$ cat config.mk
export PLATFORM = sky130hd
export DESIGN_NAME = dbs_dma_core
export DESIGN_NICKNAME = d
export VERILOG_FILES = /design/src/hw/dbs_skid_buffer.v /design/src/hw/dbs_dma_core.v
export VERILOG_INCLUDE_DIRS = /design/src /design/src/hw
export SDC_FILE = /design/constraint.sdc
export NUM_CORES = 1
export LEC_CHECK = 0
export ABC_CLOCK_PERIOD_IN_PS = 4750
export BUFFER_PORTS_ARGS = -buffer_cell sky130_fd_sc_hd__buf_2
export CORE_ASPECT_RATIO = 0.8
export CORE_UTILIZATION = 47
export CTS_CLUSTER_SIZE = 28
export DETAILED_ROUTE_END_ITERATION = 10
export HOLD_SLACK_MARGIN = 0.05
export PLACE_DENSITY_LB_ADDON = 0.12
export SETUP_SLACK_MARGIN = 0.05
export SLEW_MARGIN = 5
export SYNTH_ARGS = -nofsm -noshare
export SYNTH_HDL_FRONTEND = slang
export SYNTH_SLANG_ARGS = --single-unit
$ cat constraint.sdc
create_clock -name clk -period 4.75 [get_ports clk]
set_clock_uncertainty 0.2 [all_clocks]
set_input_delay 0.95 -clock clk [delete_from_list [all_inputs] [get_ports clk]]
set_output_delay 0.95 -clock clk [all_outputs]
set_load 0.01 [all_outputs]
$ cat src/hw/dbs_defs.vh
`ifndef DBS_DEFS_VH
`define DBS_DEFS_VH

// APB register byte offsets
`define DBS_REG_CTRL 12'h000
`define DBS_REG_SRC 12'h004
`define DBS_REG_DST 12'h008
`define DBS_REG_SIZE 12'h00C
`define DBS_REG_STATUS 12'h010
`define DBS_REG_COUNT 12'h014
`define DBS_REG_DATA 12'h018

// Control register field positions
`define DBS_CTRL_EN 0
`define DBS_CTRL_REPEAT 1
`define DBS_CTRL_BURST 2
`define DBS_CTRL_RMWP 3
`define DBS_CTRL_START 4

// Status register field positions
`define DBS_ST_BUSY 0
`define DBS_ST_BUSREQ 1
`define DBS_ST_HALTOK 2
`define DBS_ST_OVF 3

// Reset values
`define DBS_CTRL_RST 5'h00
`define DBS_ADDR_RST 20'h00000
`define DBS_SIZE_RST 16'h0000

// Timing counts
`define DBS_IDLE_CYCLES 3
`define DBS_BURST_WINDOW 10
`define DBS_BURST_DMA 8

`endif

$ cat src/hw/dbs_skid_buffer.v
`timescale 1ns/1ps

// ==========================================
// Two-entry buffer with valid/ready both sides
module dbs_skid_buffer #(
  parameter WIDTH = 32
) (
  // Clock, reset, enable
  input wire clk,
  input wire rst_n,
  input wire ce,
  // Fill side
  input wire inValid,
  output wire inReady,
  input wire [WIDTH-1:0] inData,
  // Drain side
  output wire outValid,
  input wire outReady,
  output reg [WIDTH-1:0] outData
);

  // Second entry, held while the drain stalls
  reg [WIDTH-1:0] spare;
  // Occupancy: 0, 1 or 2 words
  reg [1:0] count;

  assign inReady = (count != 2'h2);
  assign outValid = (count != 2'h0);

  wire push = inValid && inReady;
  wire pop = outValid && outReady;

  // ==========================================
  // Entry storage and count
  always @(posedge clk or negedge rst_n)
  begin
    if (!rst_n)
    begin
      count <= 2'h0;
      outData <= {WIDTH{1'b0}};
      spare <= {WIDTH{1'b0}};
    end
    else if (ce)
    begin
      // Head advances on pop, spare fills head
      if (pop && count == 2'h2)
        outData <= spare;
      else if (push && (count == 2'h0 || (pop && count == 2'h1)))
        outData <= inData;
      // Word arriving behind a held head
      if (push && ((count == 2'h1 && !pop) || (count == 2'h2 && pop)))
        spare <= inData;
      count <= count + {1'b0, push} - {1'b0, pop};
    end
  end

endmodule

$ cat src/hw/dbs_dma_core.v
// Local design decisions: the register offsets and register access over APB.
`timescale 1ns/1ps
`include "dbs_defs.vh"

// What this block does
// Repeat mode reloads size, restarts unless disabled
// Burst block: eight of ten cycles
// Halt granted: DMA idle three cycles, CPU idle
// Repeat burst keeps requesting, halt starves
// Twenty-bit source and destination address registers
// Software protects address writes first
// Word write loads only sixteen bits
// Transfer keeps prior flags set
// Software disables channels during flag RMW
// Software avoids peripherals in wait state
// Software keeps DMA targets off stack
// CPU stalled while DMA owns bus
module dbs_dma_core #(
  parameter SIZE_W = 16,
  parameter IDLE_CYCLES = `DBS_IDLE_CYCLES
) (
  // Clock, reset, enable
  input wire clk,
  input wire rst_n,
  input wire ce,
  // APB slave
  input wire psel,
  input wire penable,
  input wire pwrite,
  input wire [11:0] paddr,
  input wire [31:0] pwdata,
  input wire [3:0] pstrb,
  output reg [31:0] prdata,
  output wire pready,
  output wire pslverr,
  // CPU and debug arbitration
  input wire cpuBusReq,
  input wire dbgHaltReq,
  input wire periphTrigger,
  output wire cpuStall,
  output wire dmaBusReq,
  output wire dbgHaltGrant,
  // Transfer stream to memory side
  output wire xferValid,
  input wire xferReady,
  output wire [31:0] xferData
);

  // ==========================================
  // Pin synchronisers
  reg [2:0] syncA;
  reg [2:0] syncB;
  wire cpuReqS = syncB[0];
  wire haltReqS = syncB[1];
  wire trigS = syncB[2];
  always @(posedge clk or negedge rst_n)
  begin
    if (!rst_n)
    begin
      syncA <= 3'h0;
      syncB <= 3'h0;
    end
    else if (ce)
    begin
      syncA <= {periphTrigger, dbgHaltReq, cpuBusReq};
      syncB <= syncA;
    end
  end

  // ==========================================
  // Registers
  reg chanEnableBit; // Channel enable
  reg repeatMode; // Repeated transfer mode
  reg burstMode; // Burst-block mode
  reg rmwProtectBit; // Read-modify-write protection
  reg [19:0] chanSourceAddress;
  reg [19:0] chanDestAddress;
  reg [SIZE_W-1:0] chanTransferSize; // Programmed size
  reg [SIZE_W-1:0] remain; // Live size counter
  reg [19:0] curSrc;
  reg busy;
  reg ovf; // Sticky stall flag
  reg startPulse;
  reg [3:0] windowCnt; // Burst interleave phase
  reg [1:0] idleCnt; // Cycles since last transfer
  reg [31:0] dataWord;

  wire apbWr = psel && penable && pwrite;
  wire mapped = (paddr <= `DBS_REG_DATA) && (paddr[1:0] == 2'h0);
  assign pready = 1'b1;
  assign pslverr = psel && penable && !mapped;

  // ==========================================
  // Transfer cycle decision
  wire [SIZE_W-1:0] one = {{(SIZE_W-1){1'b0}}, 1'b1};
  // eight of ten
  wire burstSlot = !burstMode || (windowCnt < `DBS_BURST_DMA);
  wire bufReady;
  wire doXfer = busy && burstSlot && bufReady;
  wire lastXfer = doXfer && (remain == one);
  // bus owned during transfer
  assign dmaBusReq = doXfer;
  assign cpuStall = doXfer && cpuReqS;
  // halt only when quiet
  assign dbgHaltGrant = haltReqS && !busy && !cpuReqS &&
    (idleCnt == IDLE_CYCLES[1:0]);

  // Write with byte lane 2 strobe set covers the 20-bit field
  wire fullWr = pstrb[2];

  // ==========================================
  // Register writes and transfer engine
  always @(posedge clk or negedge rst_n)
  begin
    if (!rst_n)
    begin
      chanEnableBit <= 1'b0;
      repeatMode <= 1'b0;
      burstMode <= 1'b0;
      rmwProtectBit <= 1'b0;
      chanSourceAddress <= `DBS_ADDR_RST;
      chanDestAddress <= `DBS_ADDR_RST;
      chanTransferSize <= {SIZE_W{1'b0}};
      remain <= {SIZE_W{1'b0}};
      curSrc <= `DBS_ADDR_RST;
      busy <= 1'b0;
      ovf <= 1'b0;
      startPulse <= 1'b0;
      windowCnt <= 4'h0;
      idleCnt <= 2'h0;
      dataWord <= 32'h00000000;
    end
    else if (ce)
    begin
      startPulse <= 1'b0;
      // Interleave window counts while busy in burst mode
      if (busy && burstMode)
        windowCnt <= (windowCnt == `DBS_BURST_WINDOW - 1) ? 4'h0 : windowCnt + 4'h1;
      else
        windowCnt <= 4'h0;
      // idle counter after last transfer
      if (doXfer || busy)
        idleCnt <= 2'h0;
      else if (idleCnt != IDLE_CYCLES[1:0])
        idleCnt <= idleCnt + 2'h1;
      // Stall seen on the stream sets a sticky flag
      // prior flag stays set
      if (busy && !bufReady)
        ovf <= 1'b1;
      else if (apbWr && paddr == `DBS_REG_STATUS && pwdata[`DBS_ST_OVF])
        ovf <= 1'b0;
      // Register writes
      if (apbWr)
      begin
        case (paddr)
          `DBS_REG_CTRL:
          begin
            chanEnableBit <= pwdata[`DBS_CTRL_EN];
            repeatMode <= pwdata[`DBS_CTRL_REPEAT];
            burstMode <= pwdata[`DBS_CTRL_BURST];
            rmwProtectBit <= pwdata[`DBS_CTRL_RMWP];
            startPulse <= pwdata[`DBS_CTRL_START] && pwdata[`DBS_CTRL_EN];
          end
          // word write loads 16 bits
          `DBS_REG_SRC:
            chanSourceAddress <= fullWr ? pwdata[19:0] : {4'h0, pwdata[15:0]};
          `DBS_REG_DST:
            chanDestAddress <= fullWr ? pwdata[19:0] : {4'h0, pwdata[15:0]};
          `DBS_REG_SIZE:
            chanTransferSize <= pwdata[SIZE_W-1:0];
          `DBS_REG_DATA:
            dataWord <= pwdata;
          default:
            ;
        endcase
      end
      // Start a transfer
      if (startPulse && !busy && chanTransferSize != {SIZE_W{1'b0}})
      begin
        busy <= 1'b1;
        remain <= chanTransferSize;
        curSrc <= chanSourceAddress;
      end
      else if (busy && !chanEnableBit)
        busy <= 1'b0;
      else if (doXfer)
      begin
        curSrc <= curSrc + 20'h00001;
        if (lastXfer)
        begin
          // reload, continue if repeat mode and enabled
          remain <= chanTransferSize;
          curSrc <= chanSourceAddress;
          busy <= repeatMode && chanEnableBit;
        end
        else
          remain <= remain - one;
      end
    end
  end

  // ==========================================
  // Read mux
  reg [31:0] next_prdata; // Value selected by the address
  always @*
  begin
    next_prdata = 32'h00000000;
    case (paddr)
      `DBS_REG_CTRL:
        next_prdata = {27'h0, 1'b0, rmwProtectBit, burstMode, repeatMode, chanEnableBit};
      `DBS_REG_SRC:
        next_prdata = {12'h000, chanSourceAddress};
      `DBS_REG_DST:
        next_prdata = {12'h000, chanDestAddress};
      `DBS_REG_SIZE:
        next_prdata = {{(32-SIZE_W){1'b0}}, chanTransferSize};
      `DBS_REG_STATUS:
        next_prdata = {28'h0, ovf, dbgHaltGrant, dmaBusReq, busy};
      `DBS_REG_COUNT:
        next_prdata = {{(32-SIZE_W){1'b0}}, remain};
      `DBS_REG_DATA:
        next_prdata = dataWord;
      default:
        next_prdata = 32'h00000000;
    endcase
  end

  // Read data captured in the setup cycle, so it stands through the access
  always @(posedge clk or negedge rst_n)
  begin
    if (!rst_n)
      prdata <= 32'h00000000;
    else if (ce && psel && !penable && !pwrite)
      prdata <= next_prdata;
  end

  // ==========================================
  // Stream buffer; each word carries the data with source low bits
  dbs_skid_buffer #(
    .WIDTH(32)
  ) uBuf (
    .clk(clk),
    .rst_n(rst_n),
    .ce(ce),
    .inValid(doXfer),
    .inReady(bufReady),
    .inData(dataWord ^ {12'h000, curSrc}),
    .outValid(xferValid),
    .outReady(xferReady),
    .outData(xferData)
  );

endmodule

==> impl_results.md <==
* CTS tree: done
* Worst Setup End Kind: register
* Crit Reg-Reg Endpoint: curSrc[9]$_DFFE_PN0P_
* Hold_buf cts at 0
* Critical path depth at 5
* Avg Vias per Cell at 5.690
* Post-route setup TNS at 0 ns
* Post-synth top area cell: dfrtp_1
* Fill cells at approximately 2,100
* Largest net degree at the start of global routing at 114
* Max Freq at 0.2815 GHz
* RePlAce Congestion at 0.8819
* Floorplan row count at 50
* Final min period at 3.552 ns
* Syn nets at 1,219
* Inserted Diodes at 0
* Seq/Total Area, Yosys at between 50% and 60%
* Avg Cell Area, Syn at 9.925 sq um
* Hold Fails Final Rpt at 0
* Cell Chain, Critical Path: or4_1 > o41a_1 > nor2_4 > a21oi_1 > o2bb2a_1
* Wire per inst at 19.46 um
* DRT iter0 DRCs at 740
* Unrepaired setup endpoints after global routing: no
* Core area at 23,650 sq um
* Post-Syn Area at 11,440 sq um
* Worst R2R Start: chanTransferSize[9]$_DFFE_PN0P_
* Min Hold Slack at 0.2686 ns
* Required time worst endpoint at 4.97 ns
* Post-cts sizing count at 0
* Clock latency on the worst-skew pair at 0.54 ns
* Worst setup path category: register to register
* Final ANT Viol Nets at 0
* Critical path launch point type: register
* Critical-path maximum fanout at 38
* Main flop type after synthesis: dfrtp_1
* Die width at 176.5 um
* Reg2reg setup slack at 1.20 ns
* Final setup viols at 0
* Vias at 8,996
* Drc violations at 0
* Status: complete, no violations
* DIE HEIGHT at 141.6 um
* Hold Crit Class: input pin to asynchronous set/reset pin
* Post-synth cell types at 61
* CP peak stage delay at 1.00 ns
* Io pins at 128
* WL final at 30,770 um
* Clk buf depth at 3
* Cells after Synth at between 1,000 and 1,500
* Slew HR at 19.91%
* Synth top area cells: dfrtp_1 (52%), mux2_2 (8.0%), nand2_1 (7.3%)
* Nets at 1,316
* Synthesized flop and latch total at 239
* HPWL Detailed at between 20,000 and 25,000 um
* Clk root buf: clkbuf_16
* Port Buf Inserts at 122
* Leading cell type in the layout, fill and taps excluded: dfrtp_1
* Synth top area share at 52.26%
* DIE AREA at 24,980 sq um
* Yosys warns at 0
* Most frequent cells in the layout: dfrtp_1 (239), nand2_1 (223), buf_2 (121), o21ai_0 (100), mux2_2 (81)
* Period utilization at 74.79%
* Post-synth EDFFs at 0
* Worst IR Drop VDD at approximately 0.00022 V
* Worst path bufs/invs at 0
* Critical-path top delay cell: nor2_4
* Top delay family on crit path: simple AND/OR/NAND/NOR gates
* Post-CTS Repair Setup Buffers at 0
* Initial Util at between 40 and 50%
* Layout cells sized above 1 at 22.54%
* Clock transition at path regs at around 0.070 ns
* Max-cap viol count at 0
* Ys async rst share at 100.0%
* PD cells at 379.9 nW/um^2
* P_leak at ~6.5 nW
* GRT overflow at 0
* Setup crit end: curSrc[9]$_DFFE_PN0P_
* Number of global-route vias before repair at 8,481
* CTS Buf Count at 25
* Syn-to-layout area delta at 15.82%
* Final Max Slew Viols at 0
* R2r worst-path depth at 5
* DRT Pass-1 Iters at 5
* CP startpoint: chanTransferSize[9]$_DFFE_PN0P_
* H-tree depth at 1
* Gr usage total at about 25%
* Power Total at 5.035 mW
* Initial antenna violation count at 0
* Sink Count at 239
* Critical path arrival at 3.77 ns
* Global-route wire length before repair at around 50,000 um
* Worst Tran Pin Value at 1.198 ns
==> flip-flops by register name, summed over array words and instances (netlist names), 2 cells and up <==
signal             cells
chanSourceAddress     20
uBuf.outData          32
uBuf.spare            32
syncB                  2
idleCnt                2
remain                16
chanTransferSize      16
windowCnt              4
syncA                  2
prdata                32
uBuf.count             2
chanDestAddress       20
curSrc                20
dataWord              32
==> metrics by stage <==
step	cells	setup slack (ns)	instance area, sq um	utilization (%)
final	1581	1.198	13250	56.05
after global routing	1581	1.061	13250	56.05
after CTS	1581	1.251	13250	56.05
after detailed placement	1535	0.8912	12370	52.33
after global placement	1535	0.9846	12370	52.33
after floorplan	1153	1.466	11440	-
==> report_power, final <==
part / switching, mW / leakage, nW / total [mW] / internal [mW]
Clock: 0.851 / 0.440 / 2.07 / 1.22
Combinational: 0.402 / 2.79 / 0.697 / 0.295
Sequential: 0.0845 / 3.24 / 2.27 / 2.18
==> how the worst min path moves through the flow <==
stage / startpoint / to / slack (ns) / cells past startpoint
2_1_floorplan: chanDestAddress[0]$_DFFE_PN0P_ / chanDestAddress[0]$_DFFE_PN0P_ / 0.24 / 2
3_3_place_gp: prdata[25]$_DFFE_PN0P_ / prdata[25]$_DFFE_PN0P_ / 0.26 / 2
3_5_place_dp: chanDestAddress[9]$_DFFE_PN0P_ / chanDestAddress[9]$_DFFE_PN0P_ / 0.26 / 2
4_1_cts: chanDestAddress[9]$_DFFE_PN0P_ / chanDestAddress[9]$_DFFE_PN0P_ / 0.28 / 2
5_1_grt: chanDestAddress[15]$_DFFE_PN0P_ / chanDestAddress[15]$_DFFE_PN0P_ / 0.29 / 2
6_report: rst_n / uBuf.outData[9]$_DFFE_PN0P_ / 0.27 / 1
==> synth_stat cells, types with 5 or more instances <==
library cell / instances
buf_2: 14
dfrtp_1: 239
o2bb2ai_1: 11
a31oi_1: 19
nor4_1: 7
a221oi_1: 14
mux2_2: 81
mux2i_1: 48
nor2_1: 50
o22ai_1: 12
inv_1: 20
clkbuf_1: 50
o21ai_1: 5
or3_1: 8
o21ai_0: 100
nand4_1: 10
ha_1: 8
nand2_1: 223
buf_1: 7
a21oi_1: 75
nor2b_1: 6
and3_1: 5
nand3_1: 27
nor3_1: 22
nand2b_1: 5
xnor2_1: 21
==> cells by family after synthesis <==
family	count (synthesis)	synth area share [%]
XOR/XNOR	22	1.684
AND/OR/NAND/NOR	385	14.96
flip-flops	239	52.26
adder cells (fa/ha/maj)	8	0.8747
AO/OA/AOI/OAI	269	14.13
buffers and inverters	96	3.499
multiplexers	133	12.56
other	1	0.03277
==> final cells by class <==
cell class              count  area, sq um  area share, %
clock buffers              35        753.2          5.683
clock inverters            11        126.4         0.9535
inverters                  20        75.07         0.5664
multi-input cells         818         5115          38.59
flip-flops and latches    239         5981          45.12
well taps                 312        390.4          2.945
repair buffers            146        813.3          6.136
==> metal layers <==
metal	vias up	routed length [um]	share of wire, %	global-route usage, %
met2	280	12900	42	34.83
met5	-	0	0	0
li1	4273	-	-	-
met3	36	2105	6.8	4.394
met1	4407	15330	50	40.51
met4	0	437	1.4	4.764
No activity file was read; power rests on OpenSTA's default activity.
